File: src/rtl/comparator_defs.vh
// register offsets, field positions and reset values of the comparator block
`ifndef COMPARATOR_DEFS_VH
`define COMPARATOR_DEFS_VH

// byte offsets on the register bus
`define OFS_CTRL          4'h0
`define OFS_INT_STATUS    4'h4
`define OFS_INT_MASK      4'h8

// control word field positions
`define BIT_IDLE_STOP     15
`define BIT_UNUSED14      14
`define BIT_B_CHANGE      13
`define BIT_A_CHANGE      12
`define BIT_B_ON          11
`define BIT_A_ON          10
`define BIT_B_PAD         9
`define BIT_A_PAD         8
`define BIT_B_RESULT      7
`define BIT_A_RESULT      6
`define BIT_B_INVERT      5
`define BIT_A_INVERT      4
`define BIT_B_MINUS_SEL   3
`define BIT_B_PLUS_SEL    2
`define BIT_A_MINUS_SEL   1
`define BIT_A_PLUS_SEL    0

// interrupt status and mask field positions
`define BIT_INT_A         0
`define BIT_INT_B         1

// reset values
`define RST_CTRL          16'h0000
`define RST_INT_STATUS    2'h0
`define RST_INT_MASK      2'h0

`endif

File: src/rtl/cmp_channel.v
// one comparator channel: input synchroniser, polarity, gating and change detect
`timescale 1ns/1ps

module cmp_channel (
  // clock, reset, clock enable
  input  wire clk,
  input  wire rst_n,
  input  wire ce,
  // configuration
  input  wire on,
  input  wire invert,
  // raw decision from the analog core
  input  wire raw,
  // digital result and change pulse
  output wire result,
  output wire change
);

  reg sync1_q;
  reg sync2_q;
  reg result_q;
  reg [2:0] on_hist_q;
  reg change_q;
  wire result_d;

  // disabled channel reads zero
  assign result_d = on & (sync2_q ^ invert);

  always @(posedge clk or negedge rst_n) begin
    if (!rst_n) begin
      sync1_q  <= 1'b0;
      sync2_q  <= 1'b0;
      result_q  <= 1'b0;
      on_hist_q <= 3'h0;
      change_q  <= 1'b0;
    end else if (ce) begin
      // first stage feeds only the second
      sync1_q  <= raw;
      sync2_q  <= sync1_q;
      result_q  <= result_d;
      on_hist_q <= {on_hist_q[1:0], on};
      // a freshly powered core fills the sync pipe with junk, so events wait
      // until every stage holds a sample taken while switched on
      change_q  <= on & (&on_hist_q) & (result_d != result_q);
    end
  end

  assign result = result_q;
  assign change = change_q;

endmodule // cmp_channel

File: src/rtl/dual_comparator_control.v
// control, status and interrupt logic for two analog comparators
//
// Added by the designer: the address map and register access over Wishbone.
`timescale 1ns/1ps
`include "comparator_defs.vh"

module dual_comparator_control #(
  parameter ADDR_W = 8
) (
  // clock, reset, clock enable
  input  wire              clk,
  input  wire              rst_n,
  input  wire              ce,
  // wishbone slave
  input  wire              wb_cyc_i,
  input  wire              wb_stb_i,
  input  wire              wb_we_i,
  input  wire [ADDR_W-1:0] wb_adr_i,
  input  wire [3:0]        wb_sel_i,
  input  wire [31:0]       wb_dat_i,
  output wire [31:0]       wb_dat_o,
  output wire              wb_ack_o,
  // device power state
  input  wire              idle_mode,
  // comparator a analog core
  input  wire              cmp_a_raw,
  output wire              cmp_a_power,
  output wire              cmp_a_plus_sel,
  output wire              cmp_a_minus_sel,
  // comparator b analog core
  input  wire              cmp_b_raw,
  output wire              cmp_b_power,
  output wire              cmp_b_plus_sel,
  output wire              cmp_b_minus_sel,
  // output pads
  output wire              cmp_a_pad_out,
  output wire              cmp_a_pad_oe,
  output wire              cmp_b_pad_out,
  output wire              cmp_b_pad_oe,
  // interrupt
  output wire              irq
);

  //////////////////////////////////////////////////////////////////////////////
  // control word fields

  // power-on image of the control word
  localparam [15:0] CTRL_RST = `RST_CTRL;

  reg        idle_stop_ctl_q;
  reg        cmp_b_change_flag_q;
  reg        cmp_a_change_flag_q;
  reg        cmp_b_on_q;
  reg        cmp_a_on_q;
  reg        cmp_b_pad_drive_q;
  reg        cmp_a_pad_drive_q;
  reg        cmp_b_polarity_invert_q;
  reg        cmp_a_polarity_invert_q;
  reg        cmp_b_minus_select_q;
  reg        cmp_b_plus_select_q;
  reg        cmp_a_minus_select_q;
  reg        cmp_a_plus_select_q;

  // interrupt registers
  reg  [1:0] int_status_q;
  reg  [1:0] int_mask_q;
  reg        irq_q;

  // bus answer
  reg        ack_q;
  reg [31:0] dat_q;

  // pad drivers
  reg        pad_a_out_q;
  reg        pad_a_oe_q;
  reg        pad_b_out_q;
  reg        pad_b_oe_q;

  // channel results
  wire       cmp_a_result;
  wire       cmp_b_result;
  wire       cmp_a_change;
  wire       cmp_b_change;

  //////////////////////////////////////////////////////////////////////////////
  // the two comparator channels share one parameterless module

  cmp_channel u_cmp_a (
    .clk    (clk),
    .rst_n  (rst_n),
    .ce     (ce),
    .on     (cmp_a_on_q),
    .invert (cmp_a_polarity_invert_q),
    .raw    (cmp_a_raw),
    .result (cmp_a_result),
    .change (cmp_a_change)
  );

  cmp_channel u_cmp_b (
    .clk    (clk),
    .rst_n  (rst_n),
    .ce     (ce),
    .on     (cmp_b_on_q),
    .invert (cmp_b_polarity_invert_q),
    .raw    (cmp_b_raw),
    .result (cmp_b_result),
    .change (cmp_b_change)
  );

  //////////////////////////////////////////////////////////////////////////////
  // bus decode

  wire        req;
  wire        wr;
  wire        hit_ctrl;
  wire        hit_sts;
  wire        hit_mask;
  wire [15:0] ctrl_word;

  // one request per ack; ack falls in the cycle after it rose
  assign req = wb_cyc_i & wb_stb_i & ~ack_q;
  assign wr  = req & wb_we_i;

  // full decode, aliases would hide software bugs
  assign hit_ctrl = (wb_adr_i == {{(ADDR_W-4){1'b0}}, `OFS_CTRL});
  assign hit_sts  = (wb_adr_i == {{(ADDR_W-4){1'b0}}, `OFS_INT_STATUS});
  assign hit_mask = (wb_adr_i == {{(ADDR_W-4){1'b0}}, `OFS_INT_MASK});

  // read image of the control word
  assign ctrl_word = {idle_stop_ctl_q,
                      1'b0,
                      cmp_b_change_flag_q,
                      cmp_a_change_flag_q,
                      cmp_b_on_q,
                      cmp_a_on_q,
                      cmp_b_pad_drive_q,
                      cmp_a_pad_drive_q,
                      cmp_b_result,
                      cmp_a_result,
                      cmp_b_polarity_invert_q,
                      cmp_a_polarity_invert_q,
                      cmp_b_minus_select_q,
                      cmp_b_plus_select_q,
                      cmp_a_minus_select_q,
                      cmp_a_plus_select_q};

  // byte lane strobes for the control word, status and mask registers
  // upper lanes carry nothing: every register is at most 16 bits wide
  wire wr_ctrl_lo;
  wire wr_ctrl_hi;
  wire wr_sts;
  wire wr_mask;

  assign wr_ctrl_lo = wr & hit_ctrl & wb_sel_i[0];
  assign wr_ctrl_hi = wr & hit_ctrl & wb_sel_i[1];
  assign wr_sts     = wr & hit_sts & wb_sel_i[0];
  assign wr_mask    = wr & hit_mask & wb_sel_i[0];

  //////////////////////////////////////////////////////////////////////////////
  // bus answer, one cycle after the request is seen

  reg [31:0] rd_d;

  always @* begin
    rd_d = 32'h0000_0000;
    if (hit_ctrl) begin
      rd_d[15:0] = ctrl_word;
    end else if (hit_sts) begin
      rd_d[1:0] = int_status_q;
    end else if (hit_mask) begin
      rd_d[1:0] = int_mask_q;
    end
  end

  always @(posedge clk or negedge rst_n) begin
    if (!rst_n) begin
      ack_q <= 1'b0;
      dat_q <= 32'h0000_0000;
    end else if (ce) begin
      // unmapped addresses still ack, reading zero
      ack_q <= req;
      if (req && !wb_we_i) begin
        dat_q <= rd_d;
      end
    end
  end

  //////////////////////////////////////////////////////////////////////////////
  // control fields

  always @(posedge clk or negedge rst_n) begin
    if (!rst_n) begin
      cmp_b_polarity_invert_q <= CTRL_RST[`BIT_B_INVERT];
      cmp_a_polarity_invert_q <= CTRL_RST[`BIT_A_INVERT];
      cmp_b_minus_select_q    <= CTRL_RST[`BIT_B_MINUS_SEL];
      cmp_b_plus_select_q     <= CTRL_RST[`BIT_B_PLUS_SEL];
      cmp_a_minus_select_q    <= CTRL_RST[`BIT_A_MINUS_SEL];
      cmp_a_plus_select_q     <= CTRL_RST[`BIT_A_PLUS_SEL];
    end else if (ce && wr_ctrl_lo) begin
      // result bits 7:6 are read only
      cmp_b_polarity_invert_q <= wb_dat_i[`BIT_B_INVERT];
      cmp_a_polarity_invert_q <= wb_dat_i[`BIT_A_INVERT];
      cmp_b_minus_select_q    <= wb_dat_i[`BIT_B_MINUS_SEL];
      cmp_b_plus_select_q     <= wb_dat_i[`BIT_B_PLUS_SEL];
      cmp_a_minus_select_q    <= wb_dat_i[`BIT_A_MINUS_SEL];
      cmp_a_plus_select_q     <= wb_dat_i[`BIT_A_PLUS_SEL];
    end
  end

  always @(posedge clk or negedge rst_n) begin
    if (!rst_n) begin
      idle_stop_ctl_q   <= CTRL_RST[`BIT_IDLE_STOP];
      cmp_b_on_q        <= CTRL_RST[`BIT_B_ON];
      cmp_a_on_q        <= CTRL_RST[`BIT_A_ON];
      cmp_b_pad_drive_q <= CTRL_RST[`BIT_B_PAD];
      cmp_a_pad_drive_q <= CTRL_RST[`BIT_A_PAD];
    end else if (ce && wr_ctrl_hi) begin
      // bit 14 has no storage
      idle_stop_ctl_q   <= wb_dat_i[`BIT_IDLE_STOP];
      cmp_b_on_q        <= wb_dat_i[`BIT_B_ON];
      cmp_a_on_q        <= wb_dat_i[`BIT_A_ON];
      cmp_b_pad_drive_q <= wb_dat_i[`BIT_B_PAD];
      cmp_a_pad_drive_q <= wb_dat_i[`BIT_A_PAD];
    end
  end

  //////////////////////////////////////////////////////////////////////////////
  // change flags: writing zero clears, writing one is ignored, a change wins

  wire clr_b_flag;
  wire clr_a_flag;

  assign clr_b_flag = wr_ctrl_hi & ~wb_dat_i[`BIT_B_CHANGE];
  assign clr_a_flag = wr_ctrl_hi & ~wb_dat_i[`BIT_A_CHANGE];

  always @(posedge clk or negedge rst_n) begin
    if (!rst_n) begin
      cmp_b_change_flag_q <= CTRL_RST[`BIT_B_CHANGE];
      cmp_a_change_flag_q <= CTRL_RST[`BIT_A_CHANGE];
    end else if (ce) begin
      if (cmp_b_change) begin
        cmp_b_change_flag_q <= 1'b1;
      end else if (clr_b_flag) begin
        cmp_b_change_flag_q <= 1'b0;
      end
      if (cmp_a_change) begin
        cmp_a_change_flag_q <= 1'b1;
      end else if (clr_a_flag) begin
        cmp_a_change_flag_q <= 1'b0;
      end
    end
  end

  //////////////////////////////////////////////////////////////////////////////
  // interrupt status, mask and output

  wire       int_quiet;
  wire [1:0] int_event;
  wire [1:0] int_clear;

  // comparators keep running in idle, only interrupts are held back
  assign int_quiet = idle_stop_ctl_q & idle_mode;
  assign int_event = {cmp_b_change, cmp_a_change} & {2{~int_quiet}};
  assign int_clear = {2{wr_sts}} & wb_dat_i[1:0];

  always @(posedge clk or negedge rst_n) begin
    if (!rst_n) begin
      int_status_q <= `RST_INT_STATUS;
    end else if (ce) begin
      // set wins over a simultaneous write-one-to-clear
      if (int_event[`BIT_INT_A]) begin
        int_status_q[`BIT_INT_A] <= 1'b1;
      end else if (int_clear[`BIT_INT_A]) begin
        int_status_q[`BIT_INT_A] <= 1'b0;
      end
      if (int_event[`BIT_INT_B]) begin
        int_status_q[`BIT_INT_B] <= 1'b1;
      end else if (int_clear[`BIT_INT_B]) begin
        int_status_q[`BIT_INT_B] <= 1'b0;
      end
    end
  end

  always @(posedge clk or negedge rst_n) begin
    if (!rst_n) begin
      int_mask_q <= `RST_INT_MASK;
      irq_q      <= 1'b0;
    end else if (ce) begin
      if (wr_mask) begin
        int_mask_q <= wb_dat_i[1:0];
      end
      // changes while idle-stopped never reach the status; status set earlier keeps irq low until idle ends or the idle stop bit is cleared
      irq_q <= |(int_status_q & int_mask_q) & ~int_quiet;
    end
  end

  //////////////////////////////////////////////////////////////////////////////
  // output pads

  always @(posedge clk or negedge rst_n) begin
    if (!rst_n) begin
      pad_a_out_q <= 1'b0;
      pad_a_oe_q  <= 1'b0;
      pad_b_out_q <= 1'b0;
      pad_b_oe_q  <= 1'b0;
    end else if (ce) begin
      // a released pad shows low rather than a stale result
      pad_a_out_q <= cmp_a_result & cmp_a_pad_drive_q;
      pad_a_oe_q  <= cmp_a_pad_drive_q;
      pad_b_out_q <= cmp_b_result & cmp_b_pad_drive_q;
      pad_b_oe_q  <= cmp_b_pad_drive_q;
    end
  end

  //////////////////////////////////////////////////////////////////////////////
  // outputs

  assign wb_ack_o        = ack_q;
  assign wb_dat_o        = dat_q;
  assign irq             = irq_q;
  assign cmp_a_power     = cmp_a_on_q;
  assign cmp_b_power     = cmp_b_on_q;
  assign cmp_a_plus_sel  = cmp_a_plus_select_q;
  assign cmp_a_minus_sel = cmp_a_minus_select_q;
  assign cmp_b_plus_sel  = cmp_b_plus_select_q;
  assign cmp_b_minus_sel = cmp_b_minus_select_q;
  assign cmp_a_pad_out   = pad_a_out_q;
  assign cmp_a_pad_oe    = pad_a_oe_q;
  assign cmp_b_pad_out   = pad_b_out_q;
  assign cmp_b_pad_oe    = pad_b_oe_q;

endmodule // dual_comparator_control

File: config.mk
export PLATFORM = sky130hd
export DESIGN_NAME = dual_comparator_control
export DESIGN_NICKNAME = d
export VERILOG_FILES = /design/src/rtl/cmp_channel.v /design/src/rtl/dual_comparator_control.v
export VERILOG_INCLUDE_DIRS = /design/src /design/src/rtl
export SDC_FILE = /design/constraint.sdc
export NUM_CORES = 1
export LEC_CHECK = 0
export ABC_AREA = 0
export ABC_CLOCK_PERIOD_IN_PS = 3700
export BUFFER_PORTS_ARGS = -buffer_cell sky130_fd_sc_hd__buf_4
export CAP_MARGIN = 20
export CELL_PAD_IN_SITES_DETAIL_PLACEMENT = 1
export CELL_PAD_IN_SITES_GLOBAL_PLACEMENT = 1
export CORE_AREA = 10 10 89 91
export DETAILED_ROUTE_END_ITERATION = 10
export DIE_AREA = 0 0 99 101
export PLACE_DENSITY_LB_ADDON = 0.1
export REMOVE_ABC_BUFFERS = 1
export SYNTH_ARGS = -nofsm -noshare
export SYNTH_HDL_FRONTEND = slang
export SYNTH_HIERARCHICAL = 1
export SYNTH_SLANG_ARGS = --single-unit
File: constraint.sdc
create_clock -name clk -period 3.7 [get_ports clk]
set_input_delay 0.74 -clock clk [delete_from_list [all_inputs] [get_ports clk]]
set_output_delay 0.74 -clock clk [all_outputs]
set_load 0.02 [all_outputs]
Yosys cells after proc, flatten, opt, wreduce, memory -nomap -nowiden:

Cells that the tools add are included.

* equality and inequality tests: 4
* mux-type cells: 12
* bitwise gates (word level): 31
* reduce and logical (&&, ||, !) cells: 18

Operators by type and width (count)
* 1-bit bitwise AND: 22
* 14-bit 2-to-1 mux: 1
* 2-bit AND reduction: 6
* 8-bit by 3-bit equality test with 1-bit output, second input constant: 1
* 8-bit by 4-bit equality test with 1-bit output, second input constant: 1
* 8-bit logical NOT: 1
* 1-bit 2-to-1 mux: 8
* 2-bit nonzero test: 4
* 2-bit bitwise AND: 3
* 2-bit 2-to-1 mux: 3
* 3-bit AND reduction: 2
* 1-bit NOT: 4
* 1-bit logical AND: 3
* 1-bit inequality test: 2
* 2-bit OR reduction: 1
* 1-bit XOR: 2
* 1-bit logical NOT: 1

* flip-flop bits (word level): 53
* input port bits: 53

Logic depth before layout (Yosys ltp):

Gate-level depths: netlist of the first run.

* depth in word-level cells: 8
* mapped depth: 6
* mapped depth without buffers: 3

By module:

The synthesis of the first run kept the hierarchy.

Modules (own cells, without submodules)
* dual_comparator_control: instances 1, cells each 143, area each 1756.7 um2, seq. area each 950.9 um2
* cmp_channel: instances 2, cells each 24, area each 305.3 um2, seq. area each 175.2 um2

Least setup slack after synthesis of the first run:

Ideal clock, no wire load.

* path kind: input port to flip-flop
* start point: in wb_adr_i[1]
* end point: reg cmp_a_minus_select_q (netlist: cmp_a_minus_sel)
* setup time: 125 ps
* arrival time: 2358 ps
* required time: 3575 ps
* slack: 1217 ps
* stages on the path: 5
* path buffers: 2
* path through: or4_1 -> buf_2 -> or4_4 -> buf_6 -> mux2_4

* longest elaborated chain between the ends: 4

RTL lines
* start, declared: RTL line dual_comparator_control.v:18 `input wire [ADDR_W-1:0] wb_adr_i,`
* 8-bit logical NOT: RTL line dual_comparator_control.v:125 `` assign hit_ctrl = (wb_adr_i == {{(ADDR_W-4){1'b0}}, `OFS_CTRL}); ``
* 1-bit bitwise AND (2 in series): RTL line dual_comparator_control.v:154 `assign wr_ctrl_lo = wr & hit_ctrl & wb_sel_i[0];`
* 1-bit logical AND: RTL line dual_comparator_control.v:199 `end else if (ce && wr_ctrl_lo) begin`
* end signal, assigned: RTL line dual_comparator_control.v:197 `` cmp_a_minus_select_q <= CTRL_RST[`BIT_A_MINUS_SEL]; ``
* end signal, assigned: RTL line dual_comparator_control.v:205 `` cmp_a_minus_select_q <= wb_dat_i[`BIT_A_MINUS_SEL]; ``
* end, declared: RTL line dual_comparator_control.v:61 `reg cmp_a_minus_select_q;`

Every way passes these cells.
A chain may end at the register's enable or synchronous reset.

Worst setup path in the final report of the first run:

* start point: in ce
* end point: reg cmp_b_pad_drive_q

* longest elaborated chain between the ends: 1

RTL lines
* start, declared: RTL line dual_comparator_control.v:13 `input wire ce,`
* 1-bit logical AND: RTL line dual_comparator_control.v:217 `end else if (ce && wr_ctrl_hi) begin`
* end signal, assigned: RTL line dual_comparator_control.v:215 `` cmp_b_pad_drive_q <= CTRL_RST[`BIT_B_PAD]; ``
* end signal, assigned: RTL line dual_comparator_control.v:222 `` cmp_b_pad_drive_q <= wb_dat_i[`BIT_B_PAD]; ``
* end, declared: RTL line dual_comparator_control.v:55 `reg cmp_b_pad_drive_q;`

Every way passes these cells.

==> results of run 1 <==
worst max-delay path, stage by stage:
cell and delay (ns):
buf_4 0.32, nand4b_1 0.45, nor4_4 0.77, mux2_2 0.41
flip-flops by register name (all words and copies together) (netlist names), 2 cells and up:
| register | count |
|---|---|
| u_cmp_a/on_hist_q | 3 |
| wb_dat_o | 15 |
| u_cmp_b/on_hist_q | 3 |
| int_mask_q | 2 |
| int_status_q | 2 |
per-layer routing:
metal	vias up	part of all wire [%]	track usage, %
met5	-	0	0
met4	0	0.29	3.31
met3	2	7.4	4.25
met2	51	47	18.3
met1	783	45	14.7
li1	757	-	-
cell families (layout without fill, tap and decap cells):
kind of cell           Yosys count  after routing  synth area share [%]
AO/OA/AOI/OAI                   40             40                  12.2
XOR/XNOR                         2              2                 0.740
buffers and inverters           39             79                  9.62
flip-flops                      52             52                  55.0
multiplexers                    27             27                  13.7
other                            1             17                 0.158
AND/OR/NAND/NOR                 30             30                  8.67
how the worst max path moves through the flow:
stage                      from                 to  slack, ns  cells past startpoint
floorplan           wb_adr_i[1]       wb_dat_o[10]       0.91                      3
global placement             ce  cmp_a_pad_drive_q       0.86                      4
detailed placement           ce  cmp_b_pad_drive_q       0.84                      4
CTS                          ce  cmp_b_pad_drive_q       1.16                      4
global route                 ce  cmp_b_pad_drive_q       1.10                      4
finish                       ce  cmp_b_pad_drive_q       1.18                      4
Yosys cell counts (3+ instances only):
master | instances | share of area [%]
dfrtp_1 | 52 | 55
inv_1 | 12 | 1.9
a21oi_1 | 6 | 1.3
mux2_4 | 6 | 3.8
a22o_1 | 13 | 4.8
nand3_1 | 6 | 1.3
clkbuf_1 | 5 | 0.79
nor4_1 | 3 | 0.79
buf_4 | 19 | 6.0
or2_2 | 3 | 0.79
mux2_2 | 19 | 9.0
nand4b_1 | 3 | 1.1
o21ai_0 | 9 | 1.9
nand2_1 | 5 | 0.79
per-stage QoR:
step	hold WS [ns]	power [mW]	cells	utilization [%]
floorplan	0.444	0.630	180	-
global placement	0.477	0.683	316	45.0
detailed placement	0.487	0.684	316	45.0
CTS	0.465	1.10	324	46.9
global route	0.484	1.13	324	46.9
finish	0.450	1.08	324	46.9
area by class of cell:
| class | instances | area, um2 |
|---|---|---|
| clock buffers | 6 | 82.6 |
| clock inverters | 2 | 38.8 |
| fillers | 683 | 3290 |
| inverters | 12 | 45.0 |
| multi-input cells | 116 | 905 |
| flip-flops and latches | 52 | 1300 |
| well taps | 77 | 96.3 |
| repair buffers | 59 | 443 |
power breakdown:
part / switching [mW] / internal (mW) / total [mW]
Sequential: 0.00491 / 0.575 / 0.580
Clock: 0.188 / 0.221 / 0.409
Combinational: 0.0547 / 0.0370 / 0.0917
Total: 0.247 / 0.834 / 1.08
==> metrics.cfg, run 1 <==
[clocking]
cts.path.max_buffers=2
root_buffer=clkbuf_8
cts_tree=yes
path_clk_slew_ns=0.10
cts.sinks=52
cts_hold_buf=0
cts_setup_buffers=0
h-tree-depth=2
numCtsBuffers=5
clk_latency_ns=0.31
cts_resized=0

[floorplanning]
fp.dieW_um=99
fp-row-count=29
core_area_um2=6200
ioPinCount=97
die_y_um=101
die_area_um2=10000
floorplan.initialDensity_pct=38.2

[sta]
period_minus_slack_ns=2.52
worstMarginPinSlew_ns=0.739
hold_viol=0
fin_ws_ns=1.18
fmax_ghz=0.397
fin_crit_sh_pct=68.1
fin_skew_ns=0.0143
tns_ns=0
slew_headroom_pct=50.4
rsz0062_at_grt=false
slew_violations=0
setup-violations-final=0

[synthesis]
syn_area_um2=2370
ys_types=33
yosysWarnings=6
postSynthCellCount=191
ys.flop_type=dfrtp_1
ys_seq_area_share_pct=55.0
async_flop_share_pct=100
avgSynthCellArea_um2=12.4
ys_seq_elements=52
synth-edff-count=0

[run_status]
outcome=finished, final reports clean

[placed_design]
hpwl_um=4230
gp_congestion=0.747
preCtsSetupSlack_ns=0.840
port_buffers=58
placed_cell_area_um2=2790

[flow_run]
cap_viol_max_count=0

[worst_hold_path]
hold_path.class=input port to asynchronous set/reset pin

[layout]
most-common-layout-cells=59 x buf_4, 52 x dfrtp_1, 19 x mux2_2, 17 x conb_1, 13 x a22o_1
drive_above_1_share_pct=40.5
n_antenna_cell=0
area_delta_synth_final_pct=23.0
layout.nets=299
final_common_cell=buf_4
design_area_um2=2910

[drt]
via_count=1593
first_pass_iters=3
drc=0
wl_per_cell_um=17.9
wl_um=5810
drt_iter0_drc=46
via_per_inst=4.92
drt.antenna.violating_nets=0

[global_route]
grt_pass1_wl_um=9520
grt_max_degree=53
grt_pass1_vias=1749
antenna_found_initial=0
overflow=0
grt_usage_pct=11.7

[setup_path]
worst-r2r-setup-slack_ns=1.55
rr_endpoint=cmp_b_pad_drive_q
cp-start-kind=input port
arrival_ns=2.70
cp.required_ns=3.88
r2r_cells=3
end_kind=register
crit_path_max_fanout=34
setup.worst_path.class=input port to register
r2r-start=wb_ack_o

[power]
ir_drop_mv=0.179
power_per_cell_area_nw_per_um2=371
power.leakage_nw=1.48

Power figures use the tool's default switching activity.
==> run 2: changes to the inputs <==
- ABC_AREA: 0 -> 1
- ABC_CLOCK_PERIOD_IN_PS: 3700 -> 2350
- CORE_AREA: 10 10 89 91 -> 10 10 96 98
- DIE_AREA: 0 0 99 101 -> 0 0 106 108
- clock period: 3.7 -> 2.35 ns (I/O delays scaled with it)
==> metrics.cfg, run 2 <==
[synthesis]
netlist.area_leader.share_pct=51.5
ys_seq_area_share_pct=51.5
ys.flop_type=dfrtp_1
postSynthCellCount=298
async_flop_share_pct=100
syn_area_um2=2530
synth_commonest_cells=112 x nand2_1, 52 x dfrtp_1, 27 x inv_1
yosysWarnings=6
synthTopCellsByArea=dfrtp_1 51%, nand2_1 17%, buf_4 5.6%
ys_types=23
yosysTopAreaCell=dfrtp_1
avgSynthCellArea_um2=8.49
ys_seq_elements=52
yosysMostFrequentCell=nand2_1
synth-edff-count=0

[layout]
largest_register_ffs=15
layout.nets=411
area_delta_synth_final_pct=22.5
drive_above_1_share_pct=26.5
fill_cells=925
most-common-layout-cells=112 x nand2_1, 61 x buf_4, 52 x dfrtp_1, 27 x inv_1, 26 x nand3_1
n_antenna_cell=0
final_common_cell=nand2_1

[clocking]
numCtsBuffers=5
cts.sinks=52
h-tree-depth=2
cts_hold_buf=0
cts_setup_buffers=0
root_buffer=clkbuf_8
clk_latency_ns=0.32
path_clk_slew_ns=0.10
cts_resized=0
cts_tree=yes
cts.path.max_buffers=2

[sta]
slew_violations=0
rsz0062_at_grt=false
fmax_ghz=0.674
period_minus_slack_ns=1.48
tns_ns=0
fin_crit_sh_pct=63.1
hold_viol=0
fin_ws_ns=0.867
fin_skew_ns=0.00757
setup-violations-final=0
slew_headroom_pct=54.7
worstMarginPinSlew_ns=0.679

[drt]
via_per_inst=4.53
wl_per_cell_um=14.4
wl_um=6640
first_pass_iters=4
via_count=2087
drt.antenna.violating_nets=0
drc=0
drt_iter0_drc=54

[placed_design]
preCtsSetupSlack_ns=0.610
gp_congestion=0.709
port_buffers=58
hpwl_um=5000

[setup_path]
r2r_cells=6
setup.worst_path.class=register to register
cp-start-kind=register
r2r-start=wb_ack_o
worst-r2r-setup-slack_ns=0.87
crit_path_max_fanout=7
crit_start=wb_ack_o
end_kind=register
rr_endpoint=cmp_a_change_flag_q
cp.required_ns=2.56
arrival_ns=1.70

[global_route]
grt_pass1_wl_um=11500
grt_usage_pct=12.5
overflow=0
grt_pass1_vias=2282
antenna_found_initial=0
grt_max_degree=53

[floorplanning]
die_area_um2=11400
fp.dieW_um=106
fp-row-count=32
die_y_um=108
core_area_um2=7450
ioPinCount=97
floorplan.initialDensity_pct=34.0

[power]
power_per_cell_area_nw_per_um2=544
ir_drop_mv=0.343
power.leakage_nw=1.67

[flow_run]
cap_viol_max_count=0

[run_status]
outcome=finished, final reports clean

[worst_hold_path]
hold_path.class=input port to asynchronous set/reset pin

-- run 2: cell types whose count changed after synthesis, sizes merged, moves of 6 or more --
cell / before / now
mux2: 25 / 0
o21ai: 9 / 28
nor2: 0 / 10
a22o: 13 / 1
nand2: 5 / 119
inv: 12 / 27
nand3: 6 / 26
nand4: 0 / 6
-- run 2: power breakdown --
| group | internal [mW] | leakage (nW) | switching, mW |
|---|---|---|---|
| sequential | 0.904 | 0.719 | 0.00529 |
| clock | 0.317 | 0.0552 | 0.309 |
| combinational | 0.0495 | 0.899 | 0.0990 |
-- run 2: cell families (layout without fill, tap and decap cells) --
kind of cell | count (synthesis) | in the layout | synth area share [%]
and+or+nand+nor | 163 | 163 | 28.8
buffers and inverters | 51 | 96 | 11.3
AOI/OAI and AO/OA | 31 | 31 | 8.21
DFF | 52 | 52 | 51.5
other | 1 | 17 | 0.148
-- run 2: how the worst max path moves through the flow --
| stage | end | slack [ns] | cells past startpoint |
|---|---|---|---|
| floorplan | wb_dat_o[10] | 0.68 | 5 |
| global placement | cmp_b_change_flag_q | 0.65 | 7 |
| detailed placement | wb_dat_o[10] | 0.61 | 7 |
| CTS | cmp_a_change_flag_q | 0.80 | 6 |
| global route | cmp_a_change_flag_q | 0.71 | 6 |
| finish | cmp_a_change_flag_q | 0.87 | 6 |
-- run 2: layout make-up --
class                   count  area, um2  share of cell area (%)
clock buffers               6       72.6                    2.34
clock inverters             2       35.0                    1.13
inverters                  27        101                    3.27
multi-input cells         211       1000                    32.3
flip-flops and latches     52       1300                    42.0
well taps                 102        128                    4.12
repair buffers             61        458                    14.8
-- run 2: worst max-delay path: stages (launching register included) --
cell	delay, ns
dfrtp_1	0.39
inv_1	0.10
nand4_2	0.15
nor2_2	0.31
nand2_2	0.20
o21ai_1	0.17
nand2_1	0.06
-- run 2: metrics by stage --
| stage | power (mW) | utilization, % | hold slack, ns | area (um2) | instances |
|---|---|---|---|---|---|
| 2_1_floorplan | 0.990 | - | 0.174 | 2400 | 290 |
| 3_3_place_gp | 1.08 | 40.1 | 0.454 | 2990 | 453 |
| 3_5_place_dp | 1.08 | 40.1 | 0.461 | 2990 | 453 |
| 4_1_cts | 1.71 | 41.6 | 0.209 | 3100 | 461 |
| 5_1_grt | 1.77 | 41.6 | 0.237 | 3100 | 461 |
| 6_report | 1.68 | 41.6 | 0.184 | 3100 | 461 |
-- run 2: layer usage --
| metal | track usage (%) | wire, um | share of wire (%) | vias up |
|---|---|---|---|---|
| li1 | - | - | - | 1027 |
| met4 | 3.48 | 74 | 1.1 | 0 |
| met1 | 14.5 | 2910 | 44 | 1011 |
| met5 | 0 | 0 | 0 | - |
| met3 | 4.10 | 332 | 5.0 | 7 |
| met2 | 21.7 | 3320 | 50 | 42 |
==> run 3: changes to the inputs <==
- ABC_CLOCK_PERIOD_IN_PS: 2350 -> 1500
- clock period: 2.35 -> 1.5 ns (I/O delays scaled with it)
==> metrics.cfg, run 3 (synthesized netlist as in run 2, its figures left out) <==
[sta]
hold_viol=0
rsz0062_at_grt=false
tns_ns=0
fin_crit_sh_pct=84.4
setup-violations-final=0
period_minus_slack_ns=1.27
fmax_ghz=0.790
hold_ws_ns=0.192
slew_violations=0
fin_ws_ns=0.234
fin_skew_ns=0.00908

[drt]
via_count=2105
drt.antenna.violating_nets=0
drt_iter0_drc=43
first_pass_iters=4
wl_per_cell_um=14.4
via_per_inst=4.51
wl_um=6730
drc=0

[global_route]
grt_pass1_wl_um=11500
overflow=0
grt_pass1_vias=2250
antenna_found_initial=0
grt_max_degree=35
grt_usage_pct=12.2

[power]
ir_drop_mv=0.491
power.leakage_nw=1.72
power_per_cell_area_nw_per_um2=833

[clocking]
cts_resized=0
cts.path.max_buffers=2
cts_setup_buffers=0
cts_hold_buf=1
path_clk_slew_ns=0.10
root_buffer=clkbuf_8
h-tree-depth=2
cts.sinks=52
numCtsBuffers=5
cts_tree=yes
clk_latency_ns=0.31

[floorplanning]
fp-row-count=32
floorplan.initialDensity_pct=34.0
ioPinCount=97
fp.dieW_um=106
die_area_um2=11400
core_area_um2=7450
die_y_um=108

[layout]
layout.nets=417
final_core_util_pct=42.8
drive_above_1_share_pct=27.7
final_common_cell=nand2_1
n_antenna_cell=0
area_delta_synth_final_pct=26.0
largest_register_ffs=15
most-common-layout-cells=112 x nand2_1, 63 x buf_4, 52 x dfrtp_1, 27 x inv_1, 26 x nand3_1

[run_status]
outcome=finished, final reports clean

[flow_run]
cap_viol_max_count=0

[setup_path]
arrival_ns=0.97
cp_top_family=flip-flops
cp.required_ns=1.20
cp-start-kind=register
cp_slowest_cell=dfrtp_1
end_kind=primary output
crit_chain=buf_4
path_buf_inv=1
critical-path-max-stage-delay_ns=0.47
crit_path_max_fanout=6
setup.worst_path.class=register to primary output

[placed_design]
preCtsSetupSlack_ns=0.125
hpwl_um=5280
gp_congestion=0.719
port_buffers=58

[worst_hold_path]
hold_path.class=input port to register

run 3: changes by cell type in the layout (fill, tap and decap cells not counted), sizes merged:
cell         previous run  this run
clkbuf                  6         5
clkinvlp                0         1
dlygate4sd3             0         1
buf                    61        66
run 3: tightest hold or removal path, cell delays in order:
cell and delay [ns]:
buf_4 0.07, nand2_1 0.04, nand2_1 0.05
run 3: worst paths after layout:
kind / start / slack [ns] / endpoint / depth (start not counted)
worst max register to register: wb_ack_o / 0.24 / wb_dat_o[9] / 6
worst min-delay path: cmp_b_raw / 0.19 / u_cmp_b/sync1_q / 3
max in group asynchronous: rst_n / 0.60 / u_cmp_a/sync2_q / 3
worst min register to register: u_cmp_b/sync1_q / 0.48 / u_cmp_b/sync1_q / 2
min in group asynchronous: rst_n / 0.42 / cmp_b_minus_sel / 2
worst max-delay path: cmp_b_power / 0.23 / cmp_b_power / 1
run 3: layer usage:
layer  wire length [um]  GRT usage (%)
met5                  0              0
met4                 57           2.90
met3                336           3.33
met2               3510           21.2
met1               2830           14.8
run 3: power breakdown:
part	switching (mW)	leakage, nW	internal, mW	total, mW
logic	0.160	0.945	0.0912	0.251
registers	0.00856	0.719	1.42	1.42
clock network	0.482	0.0541	0.495	0.977
total	0.651	1.72	2.00	2.65
run 3: area by class of cell:
| type | count | area, um2 |
|---|---|---|
| repair buffers | 67 | 543 |
| flip-flops and latches | 52 | 1300 |
| fillers | 933 | 4260 |
| inverters | 27 | 101 |
| clock buffers | 5 | 68.8 |
| well taps | 102 | 128 |
| multi-input cells | 211 | 1000 |
| clock inverters | 3 | 42.5 |
run 3: metrics by stage:
stage	area (um2)	power, mW	instances
CTS	3190	2.70	467
global placement	3060	1.70	458
finish	3190	2.65	467
detailed placement	3060	1.71	458
global route	3190	2.78	467
floorplan	2400	1.55	290
